[src/trd_pkg.sv]
// shared constants and carriers for the tape reader drive control
// assumes a 100 MHz system clock and a 32-bit avalon-mm register port
package trd_pkg;

  // timing
  localparam int unsigned CLK_PERIOD_NS    = 10;
  localparam int unsigned SLOW_RATE_CPS    = 200;
  localparam int unsigned FAST_RATE_CPS    = 400;
  localparam int unsigned NS_PER_S         = 1000000000;
  localparam int unsigned SLOW_STEP_CYCLES = NS_PER_S / (SLOW_RATE_CPS * CLK_PERIOD_NS);
  localparam int unsigned FAST_STEP_CYCLES = NS_PER_S / (FAST_RATE_CPS * CLK_PERIOD_NS);
  localparam int unsigned RATE_CNT_W       = 20;

  // register map, byte addresses
  localparam logic [3:0] ADDR_CTRL   = 4'h0;
  localparam logic [3:0] ADDR_STATUS = 4'h4;
  localparam logic [3:0] ADDR_STEPS  = 4'h8;

  // control fields
  localparam int unsigned CTRL_SOFT_HOLD_BIT = 0;
  localparam logic        CTRL_RESET         = 1'b0;

  // status fields
  localparam int unsigned ST_MOVING_BIT  = 0;
  localparam int unsigned ST_DIR_BIT     = 1;
  localparam int unsigned ST_FAST_BIT    = 2;
  localparam int unsigned ST_SYSRDY_BIT  = 3;
  localparam int unsigned ST_DATARDY_BIT = 4;
  localparam int unsigned ST_SPOOL_BIT   = 5;
  localparam int unsigned ST_INHIBIT_BIT = 6;
  localparam int unsigned ST_SEL_LSB     = 8;
  localparam int unsigned ST_SRC_LSB     = 12;

  localparam int unsigned STEP_CNT_W = 16;
  localparam int unsigned SYNC_W     = 11;

  // selector switch encoding on the pins
  localparam logic [1:0] SEL_LOOP  = 2'h0;
  localparam logic [1:0] SEL_LOAD  = 2'h1;
  localparam logic [1:0] SEL_SPOOL = 2'h2;

  typedef enum logic [1:0] {
    TRD_SRC_NONE,
    TRD_SRC_DRIVE,
    TRD_SRC_WIND,
    TRD_SRC_MANUAL
  } trd_src_e;

  // command pins, active low as seen at the connector except selector and end_of_tape
  typedef struct packed {
    logic       hold_off_n;
    logic       drive_right_n;
    logic       drive_left_n;
    logic       wind_enable_n;
    logic       wind_right_n;
    logic       wind_left_n;
    logic [1:0] selector;
    logic       manual_left_n;
    logic       manual_right_n;
    logic       end_of_tape;
  } trd_cmd_s;

  // motion and readiness outputs
  typedef struct packed {
    logic step;
    logic dir_right;
    logic spooler_enable;
    logic system_ready;
    logic data_ready;
  } trd_drive_s;

endpackage

[src/trd_drive_control.sv]
// tape reader drive control: motion decision, character rate and ready gating
// assumes asynchronous level command pins and an avalon-mm master on clk_sys
`timescale 1ns/1ps

////////////////////////////////////////////////////////////////////////////////
module trd_drive_control #(
  parameter int unsigned SLOW_CYCLES = trd_pkg::SLOW_STEP_CYCLES,
  parameter int unsigned FAST_CYCLES = trd_pkg::FAST_STEP_CYCLES
) (
  // clock and reset
  input  wire logic               clk_sys,
  input  wire logic               rst_n,
  // command pins
  input  wire trd_pkg::trd_cmd_s  cmd_pins,
  // drive outputs
  output trd_pkg::trd_drive_s     drive_out,
  // avalon-mm slave
  input  wire logic [3:0]         avs_address,
  input  wire logic               avs_read,
  input  wire logic               avs_write,
  input  wire logic [31:0]        avs_writedata,
  output logic [31:0]             avs_readdata,
  output logic                    avs_waitrequest
);
  import trd_pkg::*;

  ////////////////////////////////////////////////////////////////////////////////
  // two-flop synchronisers
  logic [SYNC_W-1:0] pin_vec;
  logic [SYNC_W-1:0] sync1_reg;
  logic [SYNC_W-1:0] sync2_reg;
  trd_cmd_s          cmd;

  assign pin_vec = cmd_pins;

  generate
    for (genvar i = 0; i < SYNC_W; i++)
    begin : g_sync
      always_ff @(posedge clk_sys or negedge rst_n)
      begin
        if (!rst_n)
        begin
          sync1_reg[i] <= 1'b1;
          sync2_reg[i] <= 1'b1;
        end
        else
        begin
          sync1_reg[i] <= pin_vec[i];
          sync2_reg[i] <= sync1_reg[i];
        end
      end
    end
  endgenerate

  assign cmd = sync2_reg;

  ////////////////////////////////////////////////////////////////////////////////
  // mode decode
  logic      ctrl_hold_reg;
  logic      hold_off;
  logic      dr_req;
  logic      dl_req;
  logic      wind_en;
  logic      wr_req;
  logic      wl_req;
  logic      man_l;
  logic      man_r;
  logic      sel_load;
  logic      inhibit;
  logic      run_req;
  logic      run_right;
  logic      run_fast;
  trd_src_e  src;

  assign hold_off = !cmd.hold_off_n;
  assign dr_req   = !cmd.drive_right_n;
  assign dl_req   = !cmd.drive_left_n;
  assign wind_en  = !cmd.wind_enable_n;
  assign wr_req   = !cmd.wind_right_n;
  assign wl_req   = !cmd.wind_left_n;
  assign man_l    = !cmd.manual_left_n;
  assign man_r    = !cmd.manual_right_n;
  assign sel_load = (cmd.selector != SEL_LOOP) && (cmd.selector != SEL_SPOOL);

  // any inhibit source blocks the drive circuits
  assign inhibit = sel_load || hold_off || cmd.end_of_tape || ctrl_hold_reg;

  always_comb
  begin
    src       = TRD_SRC_NONE;
    run_right = 1'b0;
    run_fast  = 1'b0;
    if (inhibit)
    begin
      src = TRD_SRC_NONE;
    end
    else if (dr_req ^ dl_req)
    begin
      src       = TRD_SRC_DRIVE;
      run_right = dr_req;
      run_fast  = wind_en;
    end
    else if (wind_en && (wr_req ^ wl_req))
    begin
      src       = TRD_SRC_WIND;
      run_right = wr_req;
      run_fast  = 1'b1;
    end
    else if (man_l ^ man_r)
    begin
      src       = TRD_SRC_MANUAL;
      run_right = man_r;
      run_fast  = 1'b1;
    end
    else
    begin
      src = TRD_SRC_NONE;
    end
  end

  assign run_req = (src != TRD_SRC_NONE);

  ////////////////////////////////////////////////////////////////////////////////
  // character rate generator
  localparam logic [RATE_CNT_W-1:0] SLOW_LAST = RATE_CNT_W'(SLOW_CYCLES - 1);
  localparam logic [RATE_CNT_W-1:0] FAST_LAST = RATE_CNT_W'(FAST_CYCLES - 1);

  logic [RATE_CNT_W-1:0] rate_cnt_reg;
  logic [RATE_CNT_W-1:0] rate_last;
  logic                  step_now;

  assign rate_last = run_fast ? FAST_LAST : SLOW_LAST;
  assign step_now  = run_req && (rate_cnt_reg >= rate_last);

  always_ff @(posedge clk_sys or negedge rst_n)
  begin
    if (!rst_n)
    begin
      rate_cnt_reg <= SLOW_LAST;
    end
    else if (!run_req)
    begin
      rate_cnt_reg <= SLOW_LAST;
    end
    else if (step_now)
    begin
      rate_cnt_reg <= '0;
    end
    else
    begin
      rate_cnt_reg <= rate_cnt_reg + 1'b1;
    end
  end

  ////////////////////////////////////////////////////////////////////////////////
  // drive outputs
  logic                  step_reg;
  logic                  dir_right_reg;
  logic                  fast_reg;
  logic                  moving_reg;
  logic                  spool_en_reg;
  logic                  sys_rdy_reg;
  logic                  data_rdy_reg;
  trd_src_e              src_reg;
  logic [STEP_CNT_W-1:0] steps_reg;

  always_ff @(posedge clk_sys or negedge rst_n)
  begin
    if (!rst_n)
    begin
      step_reg      <= 1'b0;
      dir_right_reg <= 1'b0;
      fast_reg      <= 1'b0;
      moving_reg    <= 1'b0;
      src_reg       <= TRD_SRC_NONE;
    end
    else
    begin
      step_reg   <= step_now;
      moving_reg <= run_req;
      src_reg    <= src;
      fast_reg   <= run_req && run_fast;
      if (run_req)
      begin
        dir_right_reg <= run_right;
      end
    end
  end

  always_ff @(posedge clk_sys or negedge rst_n)
  begin
    if (!rst_n)
    begin
      spool_en_reg <= 1'b0;
      sys_rdy_reg  <= 1'b0;
    end
    else
    begin
      spool_en_reg <= !inhibit && (cmd.selector == SEL_SPOOL);
      sys_rdy_reg  <= !inhibit;
    end
  end

  // data ready marks a character on station, dropped while stepping or inhibited
  always_ff @(posedge clk_sys or negedge rst_n)
  begin
    if (!rst_n)
    begin
      data_rdy_reg <= 1'b0;
    end
    else if (inhibit)
    begin
      data_rdy_reg <= 1'b0;
    end
    else if (step_reg)
    begin
      data_rdy_reg <= 1'b1;
    end
    else if (step_now)
    begin
      data_rdy_reg <= 1'b0;
    end
  end

  assign drive_out.step           = step_reg;
  assign drive_out.dir_right      = dir_right_reg;
  assign drive_out.spooler_enable = spool_en_reg;
  assign drive_out.system_ready   = sys_rdy_reg;
  assign drive_out.data_ready     = data_rdy_reg;

  ////////////////////////////////////////////////////////////////////////////////
  // register port
  logic        ack_reg;
  logic [31:0] rdata_reg;
  logic [31:0] status_word;
  logic        req_new;
  logic        wr_take;
  logic        wr_steps;
  logic        wait_reg;

  // a write lands only at the edge where waitrequest is seen low
  assign req_new  = (avs_read || avs_write) && !ack_reg;
  assign wr_take  = ack_reg && avs_write;
  assign wr_steps = wr_take && (avs_address == ADDR_STEPS);

  always_comb
  begin
    status_word                 = '0;
    status_word[ST_MOVING_BIT]  = moving_reg;
    status_word[ST_DIR_BIT]     = dir_right_reg;
    status_word[ST_FAST_BIT]    = fast_reg;
    status_word[ST_SYSRDY_BIT]  = sys_rdy_reg;
    status_word[ST_DATARDY_BIT] = data_rdy_reg;
    status_word[ST_SPOOL_BIT]   = spool_en_reg;
    status_word[ST_INHIBIT_BIT] = inhibit;
    status_word[ST_SEL_LSB +: 2] = cmd.selector;
    status_word[ST_SRC_LSB +: 2] = src_reg;
  end

  always_ff @(posedge clk_sys or negedge rst_n)
  begin
    if (!rst_n)
    begin
      ack_reg   <= 1'b0;
      wait_reg  <= 1'b1;
      rdata_reg <= '0;
    end
    else
    begin
      ack_reg  <= req_new;
      wait_reg <= !req_new;
      if (req_new && avs_read)
      begin
        case (avs_address)
          ADDR_CTRL:   rdata_reg <= {31'h0, ctrl_hold_reg};
          ADDR_STATUS: rdata_reg <= status_word;
          ADDR_STEPS:  rdata_reg <= {16'h0, steps_reg};
          default:     rdata_reg <= '0;
        endcase
      end
    end
  end

  always_ff @(posedge clk_sys or negedge rst_n)
  begin
    if (!rst_n)
    begin
      ctrl_hold_reg <= CTRL_RESET;
    end
    else if (wr_take && (avs_address == ADDR_CTRL))
    begin
      ctrl_hold_reg <= avs_writedata[CTRL_SOFT_HOLD_BIT];
    end
  end

  // step counter, write clears; a step in the same cycle loads 1
  always_ff @(posedge clk_sys or negedge rst_n)
  begin
    if (!rst_n)
    begin
      steps_reg <= '0;
    end
    else if (step_now)
    begin
      steps_reg <= wr_steps ? STEP_CNT_W'(1) : steps_reg + 1'b1;
    end
    else if (wr_steps)
    begin
      steps_reg <= '0;
    end
  end

  assign avs_readdata    = rdata_reg;
  assign avs_waitrequest = wait_reg;

endmodule

[config.mk]
export PLATFORM = sky130hd
export DESIGN_NAME = trd_drive_control
export DESIGN_NICKNAME = d
export VERILOG_FILES = /design/src/trd_pkg.sv /design/src/trd_drive_control.sv
export SDC_FILE = /design/constraint.sdc
export NUM_CORES = 1
export LEC_CHECK = 0
export ABC_AREA = 1
export ABC_CLOCK_PERIOD_IN_PS = 2900
export BUFFER_PORTS_ARGS = -buffer_cell sky130_fd_sc_hd__buf_4
export CAP_MARGIN = 20
export CORE_ASPECT_RATIO = 0.7
export CORE_UTILIZATION = 25
export CTS_CLUSTER_SIZE = 12
export DETAILED_ROUTE_END_ITERATION = 16
export PLACE_DENSITY_LB_ADDON = 0.3
export SLEW_MARGIN = 10
export SYNTH_ARGS = -nofsm -noshare
export SYNTH_HDL_FRONTEND = slang
export SYNTH_SLANG_ARGS = --single-unit
[constraint.sdc]
create_clock -name clk_sys -period 2.9 [get_ports clk_sys]
set_input_delay 0.58 -clock clk_sys [delete_from_list [all_inputs] [get_ports clk_sys]]
set_output_delay 0.58 -clock clk_sys [all_outputs]
set_load 0.02 [all_outputs]
# Word level (Yosys, flattened, before mapping)

Cells that the tools add are included.

Add/subtract/negate cells: 2
$lt $le $gt $ge: 1
Eq/ne operators: 4
Multiplexer cells: 22
Bitwise gates (word level): 3
Reductions and logical operators: 30

Operators by type and width:

| kind                    | number |
|---|---|
| $mux W16                | 3 |
| $pmux W16 S3            | 1 |
| $mux W20                | 2 |
| $add A20 B1 Y20 const B | 1 |
| $ge A20 B19 Y1          | 1 |
| $mux W19                | 1 |
| $add A16 B1 Y16 const B | 1 |
| $logic_not A1 Y1        | 11 |
| $mux W1                 | 11 |
| $logic_and A1 B1 Y1     | 10 |
| $mux W2                 | 4 |
| $reduce_bool A2 Y1      | 3 |
| $eq A4 B3 Y1 const B    | 1 |
| $eq A4 B4 Y1 const B    | 1 |
| $logic_not A4 Y1        | 1 |
| $logic_or A1 B1 Y1      | 4 |
| $reduce_bool A3 Y1      | 1 |
| $xor A1 B1 Y1           | 3 |
| $eq A2 B2 Y1 const B    | 1 |
| $ne A2 B2 Y1 const B    | 1 |

Register bits: 102
Input port bits: 51
Output and inout port bits: 38
Word-level logic and storage cells: 98

# Logic depth before layout (Yosys ltp)

Depth after elaboration: 12
Depth in mapped cells: 19
Depth with buffers taken out: 18

# Least setup slack after synthesis

OpenSTA, ideal clock, no wires.

Kind: reg-to-reg
Start: register sync2_reg[1], in the netlist cmd[1]
End: register steps_reg[6]
Library setup time: 0.122 ns
Data arrival time: 2.548 ns
Data required time: 2.778 ns
Slack: 0.230 ns
Cell stages (with the launch flop): 18
Buffers on the path: 1
Cell sequence: dfstp_2 inv_1 ha_1 a211oi_1 a31oi_1 inv_1 ha_1 nand2_1 nor2_1 nor2_1 nor2_1 nor2_1 nand3_2 nand2_4 inv_4 buf_6 nand2_1 o21ai_2

RTL lines:

| item                                           | line                     | source |
|---|---|---|
| start: declaration                             | trd_drive_control.sv:31  | `logic [SYNC_W-1:0] sync2_reg;` |
| start signal: indexed assignment               | trd_drive_control.sv:49  | `sync2_reg[i] <= sync1_reg[i];` |
| $logic_not A1 Y1 *                             | trd_drive_control.sv:82  | `assign man_r = !cmd.manual_right_n;` |
| $xor A1 B1 Y1 *                                | trd_drive_control.sv:109 | `else if (man_l ^ man_r)` |
| $mux W2 *                                      | trd_drive_control.sv:109 |  |
| $mux W2 *                                      | trd_drive_control.sv:103 | `else if (wind_en && (wr_req ^ wl_req))` |
| $mux W2 *                                      | trd_drive_control.sv:97  | `else if (dr_req ^ dl_req)` |
| $mux W2 *                                      | trd_drive_control.sv:93  | `if (inhibit)` |
| net src[1]                                     | trd_drive_control.sv:73  | `trd_src_e src;` |
| $reduce_bool A2 Y1 *                           | trd_drive_control.sv:121 | `assign run_req = (src != TRD_SRC_NONE);` |
| $logic_and A1 B1 Y1 *                          | trd_drive_control.sv:133 | `assign step_now = run_req && (rate_cnt_reg >= rate_last);` |
| net step_now                                   | trd_drive_control.sv:130 | `logic step_now;` |
| $mux W16 or $reduce_bool A2 Y1 (tied branches) | -                        |  |
| end signal: assignment                         | trd_drive_control.sv:305 | `steps_reg <= wr_steps ? STEP_CNT_W'(1) : steps_reg + 1'b1;` |
| end: declaration                               | trd_drive_control.sv:165 | `logic [STEP_CNT_W-1:0] steps_reg;` |

Mark *: on every way through the listed nets, which the timed path passes. The rest lies on a longest branch.
A chain may end at the register's enable or synchronous reset.

# Worst setup path in the final report

Start: register sync2_reg[1], in the netlist cmd[1]
End: register steps_reg[4]

RTL lines:

| item                                           | line |
|---|---|
| $logic_not A1 Y1 *                             | trd_drive_control.sv:82 |
| $xor A1 B1 Y1 *                                | trd_drive_control.sv:109 |
| $mux W2 *                                      | trd_drive_control.sv:109 |
| $mux W2 *                                      | trd_drive_control.sv:103 |
| $mux W2 *                                      | trd_drive_control.sv:97 |
| $mux W2 *                                      | trd_drive_control.sv:93 |
| net src[1]                                     | trd_drive_control.sv:73 |
| $reduce_bool A2 Y1 *                           | trd_drive_control.sv:121 |
| $logic_and A1 B1 Y1 *                          | trd_drive_control.sv:133 |
| $mux W16 or $reduce_bool A2 Y1 (tied branches) | - |

Marks and branches as above.

==> flow_metrics.env <==
export IMPL_cts_root_buf="clkbuf_16"
export IMPL_crit_type="reg2reg"
export IMPL_rows=40
export IMPL_vias_per_cell=4.21
export IMPL_portBuffers=41
export IMPL_start_util_pct=25.6
export IMPL_syn_avg_cell_area_um2=8.84
export IMPL_crit_path_max_incr_delay_ps=510
export IMPL_vdd_ir_drop_max_mv=0.346
export IMPL_status="finished clean"
export IMPL_final_setup_tns_ps=0
export IMPL_power_frac_comb_pct=14.4
export IMPL_core_um2=17200
export IMPL_vias=3340
export IMPL_finalPower_w=0.00286
export IMPL_drc=0
export IMPL_worst_path_most_repeated_cell="nand2_1"
export IMPL_grt_pass1_wl_mm=16.3
export IMPL_worstSkewPairLatency_ps=340
export IMPL_hp_class="in2async"
export IMPL_switching_share_pct=28.6
export IMPL_internal_power_w=0.00204
export IMPL_r2r_end="steps_reg[4]$_DFFE_PN0P_"
export IMPL_grt_antenna_before_repair=0
export IMPL_slew_headroom_pct=63.0
export IMPL_path_cells="inv_1 -> ha_4 -> a211oi_4 -> a31oi_4 -> buf_4 -> ha_1 -> or2_1 -> nand3_1 -> nand2_1 -> nand2_2 -> nand3_2 -> nand2_4 -> buf_8 -> inv_8 -> nand2_1 -> o21ai_0"
export IMPL_finalSetupViolCount=0
export IMPL_clock_sinks=86
export IMPL_leakagePower_nw=2.50
export IMPL_synth_edff_count=0
export IMPL_cts_tree="done"
export IMPL_die_height_um=113
export IMPL_drt_total_wl_mm=9.73
export IMPL_hold_worst_slack_ps=182
export IMPL_worst_pin_slew_ps=553
export IMPL_grt_max_degree=53
export IMPL_path_clk_slew_ps=70
export IMPL_reg2reg_slack_ps=170
export IMPL_final_antenna_net_count=0
export IMPL_finalNetCount=619
export IMPL_seq_power_share_pct=46.5
export IMPL_crit_path_end_kind="flop"
export IMPL_pin_count=89
export IMPL_timing_final_crit_share_pct=94.1
export IMPL_cts_buffers=9
export IMPL_yosys_area_top_type="dfrtp_1"
export IMPL_syn_area_um2=4400
export IMPL_grt_overflow=0
export IMPL_placed_area_um2=5010
export IMPL_reg2reg_from="cmd[1]$_DFF_PN1_"
export IMPL_r2r_cells=16
export IMPL_hold_violations=0
export IMPL_num_antenna_cells=0
export IMPL_synth_top_area_share_pct=29.6
export IMPL_design_area_um2=5370
export IMPL_drv_cap=0
export IMPL_max_freq_mhz=366
export IMPL_h_tree_depth=3
export IMPL_cts_buffer_depth=2
export IMPL_yosysWarnings=0
export IMPL_async_flop_share_pct=100
export IMPL_clock_power_share_pct=39.0
export IMPL_syn_inst=498
export IMPL_start_kind="flop"
export IMPL_post_synth_num_cell_types=38
export IMPL_dpl_hpwl_mm=7.33
export IMPL_largest_register_ffs=20
export IMPL_dr_first_iter_drc_count=168
export IMPL_grt_pass1_vias=3255
export IMPL_dr_pass1_iters=4
export IMPL_period_needed_ps=2730
export IMPL_drv_slew=0
export IMPL_synth_common_cells="nand2_1 (104), nor2_1 (61), dfrtp_1 (52)"
export IMPL_slowest_stage="dfstp_2"
export IMPL_dieArea_um2=18100
export IMPL_yosys_top_cells_area="dfrtp_1 (30%), dfstp_2 (20%), nand2_1 (8.9%)"
export IMPL_drive_gt1_share_pct=29.1
export IMPL_path_max_fanout=13
export IMPL_die_w_um=161
export IMPL_wl_per_cell_um=12.3
export IMPL_crit_arrival_ps=2950
export IMPL_ys_dominant_reg_cell="dfrtp_1"
export IMPL_cellPowerDensity_nw_per_um2=532
export IMPL_yosysMostFrequentCell="nand2_1"
export IMPL_fin_util_pct=31.3
export IMPL_gp_congestion=0.847
export IMPL_yosysSeqAreaShare_pct=49.9
export IMPL_ys_ff_latch=86
export IMPL_worstPathRequired_ps=3120
export IMPL_power_switching_w=0.000818
export IMPL_grt_usage_pct=11.4
export IMPL_area_delta_synth_final_pct=22.1
export IMPL_skew_ps=9.13
[cells by family (layout without fill, tap and decap cells)]
kind of cell | count (synthesis) | count (layout) | share of synthesized area (%)
simple gates | 237 | 237 | 24.2
flops | 86 | 86 | 49.9
buf+inv | 84 | 134 | 9.84
compound gates | 51 | 51 | 7.31
xor+xnor | 28 | 28 | 5.57
fa+ha+maj | 10 | 10 | 2.84
other cells | 1 | 16 | 0.0852
mux | 1 | 1 | 0.256
[worst max-delay path, delay by kind of cell, from the launching register on]
family                     cells  cell delay, ps
adders and majority gates      2             520
buffers and inverters          4             420
and+or+nand+nor                7             670
DFF                            1             510
AOI/OAI and AO/OA              3             470
[cells in the final DEF, fill, tap and decap left out, types with 3 or more instances in the layout]
cell         n
nor2_2       7
dfrtp_1     52
nand2_1    104
clkbuf_16    9
a21oi_1      3
o21ai_0     25
inv_1       44
dfstp_2     34
xor2_1      24
inv_2        8
inv_8        3
conb_1      16
buf_4       61
o22ai_1      4
ha_1         9
nor2_1      58
nand2_2      4
nand4_1      5
nand3_1     29
o21ai_2     11
inv_6        3
xnor2_1      4
o21ai_1      5
nand3_2      7
nor3_1      13
[power groups by stage]
| stage | Sequential, W | Combinational [W] | Clock, W |
|---|---|---|---|
| finish | 0.00133 | 0.000413 | 0.00112 |
| global route | 0.00134 | 0.000466 | 0.00122 |
| CTS | 0.00133 | 0.000410 | 0.00116 |
| detailed placement | 0.00135 | 0.000404 | 0 |
| global placement | 0.00135 | 0.000395 | 0 |
| floorplan | 0.00134 | 0.000273 | 0 |
[timing repair]
action                                  CTS  global route
resized for setup                         4            10
pin swaps                                 1             1
setup buffers                             0             2
endpoints found under the setup margin   38            37
hold buffers                              0             0
[per-layer routing]
layer / global-route usage, % / vias to the layer above / part of all wire [%]
li1: - / 1678 / -
met2: 16.6 / 61 / 43
met1: 17.0 / 1599 / 53
met3: 2.42 / 2 / 3.3
met5: 0 / - / 0
met4: 2.86 / 0 / 0.31
[through the flow]
step | std cells | worst slack [ps]
floorplan | 513 | 230
global placement | 776 | -147
detailed placement | 776 | -234
CTS | 792 | 13.5
global route | 794 | -13.4
finish | 794 | 170
[worst max path at each step]
stage	startpoint	end	slack (ps)
after global routing	cmd[8]$_DFF_PN1_	steps_reg[7]$_DFFE_PN0P_	-10
final	cmd[1]$_DFF_PN1_	steps_reg[4]$_DFFE_PN0P_	170
after floorplan	cmd[1]$_DFF_PN1_	steps_reg[6]$_DFFE_PN0P_	230
after detailed placement	cmd[1]$_DFF_PN1_	steps_reg[14]$_DFFE_PN0P_	-230
after global placement	cmd[1]$_DFF_PN1_	steps_reg[9]$_DFFE_PN0P_	-150
after CTS	cmd[1]$_DFF_PN1_	steps_reg[4]$_DFFE_PN0P_	10
[area by class of cell]
class / count / area (um^2)
clock buffer: 9 / 225
tap: 231 / 289
multi-input combinational: 343 / 1880
sequential: 86 / 2190
timing repair buffer: 64 / 513
inverter: 54 / 210
clock inverter: 7 / 62.6
fill: 1795 / 11800
Note: power is estimated with default switching activity, not from simulation.
